File: src/pkg/osg_map.svh
// Purpose: constants for the operation status group
// Assumes: one 100 MHz clock, synchronous active-high reset
// Notes: included by the package and by the design modules
//
// Behaviour
// Status byte bit 7 is 1 while any event bit ANDed with its mask bit is 1.
// With the mask at 256 only the scan-complete flag can raise the summary bit.
// A read of the enable mask returns its current value.
// Event bit 8 is set when a scan cycle finishes and holds until an event read.
// A read of the event register returns its contents and then clears every bit.
// An event register read returns 256 when the scan-complete flag is set and 0 otherwise.
// An aborted scan never sets the scan-complete flag.
// The condition register never shows the scan-complete bit as 1.
// A preset clears every mask bit and leaves the event register untouched.
// Completion in an event read cycle returns the old value and leaves the flag set.
`ifndef OSG_MAP_SVH
`define OSG_MAP_SVH

`define OSG_WIDTH 16
`define OSG_SCAN_DONE_BIT 8
`define OSG_SUMMARY_POS 7
`define OSG_SCAN_ONLY_MASK 16'h0100
`define OSG_EVT_RESET 16'h0000
`define OSG_MASK_RESET 16'h0000
`define OSG_COND_VALUE 16'h0000

`endif

File: src/pkg/osg_pkg.sv
// Purpose: shared types of the operation status group
// Assumes: osg_map.svh gives the widths
// Notes: none
`include "osg_map.svh"

package osg_pkg;
  typedef logic [`OSG_WIDTH-1:0] osg_word_t;

  typedef enum logic {
    OSG_IDLE,
    OSG_SCANNING
  } osg_scan_e;
endpackage

File: src/pkg/osg_evt_if.sv
// Purpose: carries set, clear and value of the event latch
// Assumes: one clock domain, owned by the modules on both sides
// Notes: no clocking block
interface osg_evt_if;
  import osg_pkg::*;
  osg_word_t set_vec;
  logic clear;
  osg_word_t value;

  modport owner (input set_vec, input clear, output value);
  modport user (output set_vec, output clear, input value);
endinterface

File: src/hw/osg_event_latch.sv
// Purpose: sticky event bits with clear on read
// Assumes: set and clear come from logic on the same clock
// Notes: a set in the clear cycle survives the clear
`include "osg_map.svh"

module osg_event_latch
  import osg_pkg::*;
(
  input wire logic i_clk,
  input wire logic i_sys_rst,
  osg_evt_if.owner evt
);

  // ****************************************
  // latch
  // ****************************************
  // set is ORed after the clear so a completion is never lost
  always_ff @(posedge i_clk) begin
    if (i_sys_rst) begin
      evt.value <= `OSG_EVT_RESET;
    end else begin
      evt.value <= (evt.value & ~{`OSG_WIDTH{evt.clear}}) | evt.set_vec;
    end
  end
endmodule

File: src/hw/osg_top.sv
// Purpose: operation status group: event latch, enable mask, summary bit
// Assumes: scan and query strobes come from logic on the same clock
// Notes: all outputs are registered; summary lags the latch by one cycle
`include "osg_map.svh"

module osg_top
  import osg_pkg::*;
(
  input wire logic i_clk,
  input wire logic i_sys_rst,
  input wire logic i_scan_start,
  input wire logic i_scan_done,
  input wire logic i_scan_abort,
  input wire logic i_evt_rd,
  input wire logic i_mask_wr,
  input wire logic [`OSG_WIDTH-1:0] i_mask_wdata,
  input wire logic i_preset,
  output logic [`OSG_WIDTH-1:0] o_evt_rdata,
  output logic o_evt_rd_valid,
  output logic [`OSG_WIDTH-1:0] o_mask_rdata,
  output logic [`OSG_WIDTH-1:0] o_oper_cond,
  output logic o_operation_summary_bit,
  output logic o_scan_busy
);

  // ****************************************
  // declarations
  // ****************************************
  osg_scan_e scan_state;
  osg_word_t mask;
  logic scan_done_ok;
  logic any_enabled;

  osg_evt_if evt ();

  // ****************************************
  // scan tracking
  // ****************************************
  // a completion only counts inside a scan; abort in the same cycle wins
  always_ff @(posedge i_clk) begin
    if (i_sys_rst) begin
      scan_state <= OSG_IDLE;
    end else begin
      unique case (scan_state)
        OSG_IDLE: begin
          if (i_scan_start && !i_scan_abort) begin
            scan_state <= OSG_SCANNING;
          end
        end
        OSG_SCANNING: begin
          if (i_scan_abort || i_scan_done) begin
            scan_state <= OSG_IDLE;
          end
        end
      endcase
    end
  end

  assign scan_done_ok = (scan_state == OSG_SCANNING) && i_scan_done && !i_scan_abort;

  always_ff @(posedge i_clk) begin
    if (i_sys_rst) begin
      o_scan_busy <= 1'b0;
    end else begin
      o_scan_busy <= (scan_state == OSG_SCANNING);
    end
  end

  // ****************************************
  // event latch
  // ****************************************
  // only the scan-complete bit is ever set, so reads give 256 or 0
  assign evt.set_vec = scan_done_ok ? `OSG_SCAN_ONLY_MASK : `OSG_EVT_RESET;
  assign evt.clear = i_evt_rd;

  osg_event_latch osg_event_latch_inst (
    .i_clk(i_clk),
    .i_sys_rst(i_sys_rst),
    .evt(evt.owner)
  );

  // the value read is the one before the clear and before a same-cycle set
  always_ff @(posedge i_clk) begin
    if (i_sys_rst) begin
      o_evt_rdata <= `OSG_EVT_RESET;
      o_evt_rd_valid <= 1'b0;
    end else begin
      o_evt_rd_valid <= i_evt_rd;
      if (i_evt_rd) begin
        o_evt_rdata <= evt.value;
      end
    end
  end

  // ****************************************
  // enable mask
  // ****************************************
  // preset beats a write in the same cycle
  always_ff @(posedge i_clk) begin
    if (i_sys_rst) begin
      mask <= `OSG_MASK_RESET;
    end else if (i_preset) begin
      mask <= `OSG_MASK_RESET;
    end else if (i_mask_wr) begin
      mask <= i_mask_wdata;
    end
  end

  always_ff @(posedge i_clk) begin
    if (i_sys_rst) begin
      o_mask_rdata <= `OSG_MASK_RESET;
    end else begin
      o_mask_rdata <= mask;
    end
  end

  // ****************************************
  // summary and condition
  // ****************************************
  assign any_enabled = |(evt.value & mask);

  always_ff @(posedge i_clk) begin
    if (i_sys_rst) begin
      o_operation_summary_bit <= 1'b0;
    end else begin
      o_operation_summary_bit <= any_enabled;
    end
  end

  // completion is momentary, so the condition view never holds it
  always_ff @(posedge i_clk) begin
    if (i_sys_rst) begin
      o_oper_cond <= `OSG_COND_VALUE;
    end else begin
      o_oper_cond <= `OSG_COND_VALUE;
    end
  end
endmodule

File: config.mk
export PLATFORM = sky130hd
export DESIGN_NAME = osg_top
export DESIGN_NICKNAME = d
export VERILOG_FILES = /design/src/pkg/osg_pkg.sv /design/src/pkg/osg_evt_if.sv /design/src/hw/osg_event_latch.sv /design/src/hw/osg_top.sv
export VERILOG_INCLUDE_DIRS = /design/src /design/src/pkg
export SDC_FILE = /design/constraint.sdc
export NUM_CORES = 1
export LEC_CHECK = 0
export ABC_AREA = 1
export BUFFER_PORTS_ARGS = -buffer_cell sky130_fd_sc_hd__buf_2
export CAP_MARGIN = 20
export CORE_MARGIN = 2
export CORE_UTILIZATION = 28
export DETAILED_ROUTE_END_ITERATION = 8
export PLACE_DENSITY = 0.49
export SYNTH_ARGS = -nofsm -noshare
export SYNTH_HDL_FRONTEND = slang
export SYNTH_SLANG_ARGS = --single-unit
File: constraint.sdc
create_clock -name i_clk -period 1.6 [get_ports i_clk]
set_clock_uncertainty 0.1 [all_clocks]
set_input_delay 0.24 -clock i_clk [delete_from_list [all_inputs] [get_ports i_clk]]
set_output_delay 0.24 -clock i_clk [all_outputs]
set_load 0.005 [all_outputs]
==> results of run 1 <==
## cell usage in the layout (no fill, tap or decap), drive strengths merged
cell type    Yosys  layout
a211oi          16      16
a21oi            1       1
buf             26      63
bufinv           0       2
clkbuf           1      10
clkinv           0       2
clkinvlp         0       2
conb             1      16
dfxtp           68      68
dlygate4sd3      0       1
inv             37      37
nand2           28      28
nand3           17      17
nor2            55      55
o21ai           18      18
or2              1       1
## report_power, final
part	internal, mW	switching (mW)
logic	0.0654	0.109
registers	1.72	0.0133
clock network	0.877	0.663
total	2.67	0.785
## final cells by class
| cell class | instances | area, µm² |
|---|---|---|
| multi-input combinational | 152 | 731 |
| tap | 105 | 131 |
| sequential | 68 | 1360 |
| fill | 879 | 5250 |
| inverter | 37 | 139 |
| timing repair buffer | 64 | 350 |
| clock inverter | 6 | 88.8 |
| clock buffer | 10 | 128 |
## through the flow
step                power (mW)  worst slack, ps  area, µm²  hold slack (ps)
detailed placement        1.95              196       2700              342
global placement          1.95              233       2700              334
global route              3.60              397       2930             87.3
floorplan                 1.91              580       2420              233
CTS                       3.50              414       2930             58.7
finish                    3.45              445       2930             66.1
## state kept, by name, indices dropped and copies added (netlist names)
register	cells
o_operation_summary_bit	1
o_evt_rd_valid	1
o_mask_rdata	16
o_evt_rdata	16
scan_state	1
o_scan_busy	1
mask	16
osg_event_latch_inst.evt.value	16
## kinds of logic (layout without fill, tap and decap cells)
| logic type | Yosys count | in the layout | synth area share |
|---|---|---|---|
| AO/OA/AOI/OAI | 35 | 35 | 0.112 |
| flip-flops | 68 | 68 | 0.577 |
| buffers and inverters | 64 | 117 | 0.138 |
| AND/OR/NAND/NOR | 101 | 101 | 0.172 |
| other | 1 | 16 | 0.00159 |
## timing repair
| action | in CTS | in global routing |
|---|---|---|
| setup buffers | 0 | 0 |
| setup endpoints to repair | 0 | 0 |
| hold buffers | 1 | 0 |
| hold endpoints to repair | 1 | 0 |
## per-layer routing
| metal | global-route usage | share of wire | up-vias |
|---|---|---|---|
| met5 | 0 | 0 | - |
| met3 | 0.0251 | 0.042 | 10 |
| li1 | - | - | 934 |
| met4 | 0.0821 | 0.023 | 0 |
| met1 | 0.148 | 0.47 | 786 |
| met2 | 0.186 | 0.46 | 42 |
## worst max-delay path by stage
| stage | endpoint | cells past startpoint | from |
|---|---|---|---|
| after floorplan | mask[10]$_SDFFE_PP0P_ | 4 | i_preset |
| after global placement | osg_event_latch_inst.evt.value[8]$_SDFF_PP0_ | 5 | i_sys_rst |
| after detailed placement | osg_event_latch_inst.evt.value[8]$_SDFF_PP0_ | 5 | i_sys_rst |
| after CTS | o_evt_rdata[5] | 1 | o_evt_rdata[5]$_SDFFE_PP0P_ |
| after global routing | o_evt_rdata[7] | 1 | o_evt_rdata[7]$_SDFFE_PP0P_ |
| final | o_evt_rdata[5] | 1 | o_evt_rdata[5]$_SDFFE_PP0P_ |
==> flow_summary.toml, run 1 <==
[floorplan]
core_area_mm2 = 0.00818
num_rows = 33
fp.dieW_um = 95.8
die_y_um = 95.8
initial_utilization = 0.289
die_area_mm2 = 0.00918
num_io_pins = 75

[setup_path]
regToRegStartpoint = "osg_event_latch_inst.evt.value[10]$_SDFF_PP0_"
timing.rr.end = "o_operation_summary_bit$_SDFF_PP0_"
worst-setup-path-type = "flop to output pin"
crit_fanout = 2
cp_data_required_time_ps = 1260
worst-r2r-setup-slack_ps = 670
endpoint_kind = "output pin"
cp_num_buf_inv = 1
crit_family = "flip-flops"
critPathSlowestCell = "dfxtp_1"
max_stage_delay_ps = 350
cp.arrival_ps = 820
crit_path_cell_trace = "buf_2"
cp-start-kind = "flop"
r2r_cells = 6

[synthesis]
ys_async_sr_fraction = 0
synth_area_mm2 = 0.00236
syn_avg_cell_area_um2 = 8.78
yosysMostFrequentCell = "dfxtp_1"
synthTopCellsByCount = "dfxtp_1 (68), nor2_1 (55), inv_1 (34), nand2_1 (27), nand3_1 (17)"
synth_area_leaders = "dfxtp_1 (58%), nor2_1 (8.7%), inv_1 (5.4%)"
yosysSeqAreaShare = 0.577
synth_top_area_share = 0.577
yosysUniqueCellTypes = 18
synth_top_area_cell = "dfxtp_1"
synth_edf_count = 0
syn_inst = 269
synth_seq_cells = 68
synth_warnings = 0
yosys_most_used_dff = "dfxtp_1"

[routing]
wl_per_cell_um = 11.3
first_pass_iters = 5
drc = 0
postRouteAntennaNets = 0
vias = 1772
drt_wl_total_mm = 4.99
first_iter_violations = 48
vias_per_cell = 4.01

[sta]
maxSlewViolCount = 0
final.setup.tns_ps = 0
maxSlewHeadroom = 0.475
worst_slew_pin_slew_ps = 788
setup_viol = 0
period_share = 0.722
rsz0062_at_grt = "no"
fmax_mhz = 866
fin_crit_ps = 1160
hold_viol = 0

[flow_run]
cap_violations = 0

[clock_tree]
ctsResizeCount = 0
clkLatencyLatePin_ps = 350
cts_max_level = 3
cts_sinks = 68
root_buffer = "clkbuf_8"
cts_buffer_depth = 2
numCtsBuffers = 9
cts_tree = "yes"
clk_pin_slew_ps = 80

[grt]
grt_pass1_wl_mm = 8.07
grt.overflow.total = 0
first_global_vias = 1730
grt_max_degree = 33
antenna_found_initial = 0
grt.total_usage = 0.120

[power]
p_per_area_mw_per_mm2 = 1180
ir_drop_mv = 0.364
leakagePower_nw = 1.31

[placement]
dp.cells = 425
port_buffers = 58
place_congestion = 0.733
post-dp-hpwl_mm = 3.68

[min_path]
holdPathEnd = "scan_state$_SDFF_PP0_"
hold_start = "i_scan_abort"
min_path_type = "input pin to flop"
min_delay_path_depth = 4

[status]
status = "finished clean"

[cells_and_area]
final_cells = 442
drive_gt1_frac = 0.273
utilization = 0.358
syn_to_final_growth_pct = 24.1
final_nets = 356
diodes = 0
Note: power is estimated with default switching activity, not from simulation.
==> inputs of run 2 (changes only) <==
--- a/config.mk
+++ b/config.mk
@@ -12,7 +12,7 @@
 export CORE_MARGIN = 2
 export CORE_UTILIZATION = 28
 export DETAILED_ROUTE_END_ITERATION = 8
-export PLACE_DENSITY = 0.49
+export PLACE_DENSITY = 0.51
 export SYNTH_ARGS = -nofsm -noshare
 export SYNTH_HDL_FRONTEND = slang
 export SYNTH_SLANG_ARGS = --single-unit
==> constraint.sdc (replaced) <==
create_clock -name i_clk -period 1 [get_ports i_clk]
set_clock_uncertainty 0.1 [all_clocks]
set_input_delay 0.15 -clock i_clk [delete_from_list [all_inputs] [get_ports i_clk]]
set_output_delay 0.15 -clock i_clk [all_outputs]
set_load 0.005 [all_outputs]
==> run 2 against run 1 <==
  * Design area rose by 8.1%
  * The flow now finishes with violations (negative setup slack)
  * First-iteration DRC count is 4.2% lower
  * Non-clock buffer count increased by 19
  * Critical endpoint is now o_evt_rdata[9]
  * Global-route usage grew 0.090 points
  * Total power rose by 48%
  * Combinational power up 91%
  * Worst setup slack got worse by 480 ps
  * Highest routed layer unchanged
  * Flip-flop and latch count is the same
==> flow_summary.toml, run 2 (synthesis gave the netlist of run 1 again) <==
[status]
status = "finished with violations"
violations = "negative setup slack"

[clock_tree]
clkLatencyLatePin_ps = 340
root_buffer = "clkbuf_8"
cts_buffer_depth = 2
cts_sinks = 68
numCtsBuffers = 9
cts_tree = "yes"
clk_pin_slew_ps = 70
cts_max_level = 3

[placement]
post-dp-hpwl_mm = 3.75
place_ws_ps = -32.5
port_buffers = 58
place_congestion = 0.736

[grt]
grt.total_usage = 0.121
grt_max_degree = 33
grt_pass1_wl_mm = 8.05
first_global_vias = 1716
antenna_found_initial = 0
grt.overflow.total = 0

[sta]
maxSlewViolCount = 0
setup_viol = 26
hold_viol = 0
fmax_mhz = 965
fin_crit_ps = 1040
holdWs_ps = 9.15
period_share = 1.04
fin_ws_ps = -36.1
final.setup.tns_ps = -476
rsz0062_at_grt = "yes"

[routing]
drc = 0
wl_met1_mm = 2.51
route.top_layer_used = "met4"
drt_wl_total_mm = 5.24
first_iter_violations = 46
met3WireLength_um = 224
vias_per_cell = 4.00
wl_per_cell_um = 11.4
wl_met2_mm = 2.39
vias = 1840
postRouteAntennaNets = 0
first_pass_iters = 4

[floorplan]
num_rows = 33
num_io_pins = 75
fp.dieW_um = 95.8
core_area_mm2 = 0.00818
die_y_um = 95.8
die_area_mm2 = 0.00918
initial_utilization = 0.289

[setup_path]
endpoint_kind = "output pin"
critPathSlowestCell = "dfxtp_2"
crit_fanout = 2
cp-start-kind = "flop"
cp.arrival_ps = 790
max_stage_delay_ps = 340
crit_family = "flip-flops"
cp_num_buf_inv = 1
worst-setup-path-type = "flop to output pin"
cp_data_required_time_ps = 750
crit_path_cell_trace = "buf_6"

[min_path]
min_path_type = "input pin to flop"

[power]
ir_drop_mv = 0.499
leakagePower_nw = 1.41
p_per_area_mw_per_mm2 = 1610

[cells_and_area]
final_cell_mix = "nor2_1 (54), buf_2 (49), dfxtp_1 (44)"
multiInputGateArea_um2 = 743
regArea_mm2 = 0.00139
drive_gt1_frac = 0.369
diodes = 0
syn_to_final_growth_pct = 34.1
utilization = 0.387
final_nets = 375
fill_cells = 870
final_common_cell = "nor2_1"

[flow_run]
cap_violations = 0
## run 2: layer usage
metal / vias up / GRT usage
li1: 969 / -
met1: 818 / 0.153
met2: 44 / 0.186
met3: 9 / 0.0345
met4: 0 / 0.0643
met5: - / 0
## run 2: layout make-up
cell class                      count  share of cell area
Clock inverter                      2             0.00316
Clock buffer                       13              0.0502
Inverter                           37              0.0439
Tap cell                          105              0.0415
Multi-Input combinational cell    152               0.235
Timing Repair Buffer               83               0.187
Sequential cell                    68               0.440
## run 2: what timing repair did
| item | in CTS | in global routing |
|---|---|---|
| pin swaps | 0 | 5 |
| cloned | 0 | 0 |
| hold buffers | 8 | 0 |
| hold endpoints to repair | 7 | 0 |
| gates resized for setup | 22 | 16 |
| endpoints found under the setup margin | 35 | 37 |
| setup buffers | 6 | 2 |
## run 2: through the flow
step	total power, mW	std cells	instance area [µm²]
floorplan	3.05	284	2420
global placement	3.14	429	2760
detailed placement	3.15	429	2760
CTS	5.14	458	3100
global route	5.33	460	3170
finish	5.11	460	3170
## run 2: final timing paths
kind | cells after the start | slack (ps) | from | end
hold reg to reg | 2 | 360 | mask[0]$_SDFFE_PP0P_ | o_mask_rdata[0]$_SDFF_PP0_
setup / recovery | 1 | -40 | o_evt_rdata[9]$_SDFFE_PP0P_ | o_evt_rdata[9]
hold / removal | 3 | 9 | i_sys_rst | o_operation_summary_bit$_SDFF_PP0_
setup reg to reg | 6 | 50 | osg_event_latch_inst.evt.value[15]$_SDFF_PP0_ | o_operation_summary_bit$_SDFF_PP0_
## run 2: where the power goes
part / switching, mW / leakage [nW] / total (mW) / internal [mW]
Sequential: 0.0222 / 0.563 / 2.78 / 2.76
Clock: 0.975 / 0.0893 / 1.99 / 1.02
Combinational: 0.184 / 0.759 / 0.332 / 0.148
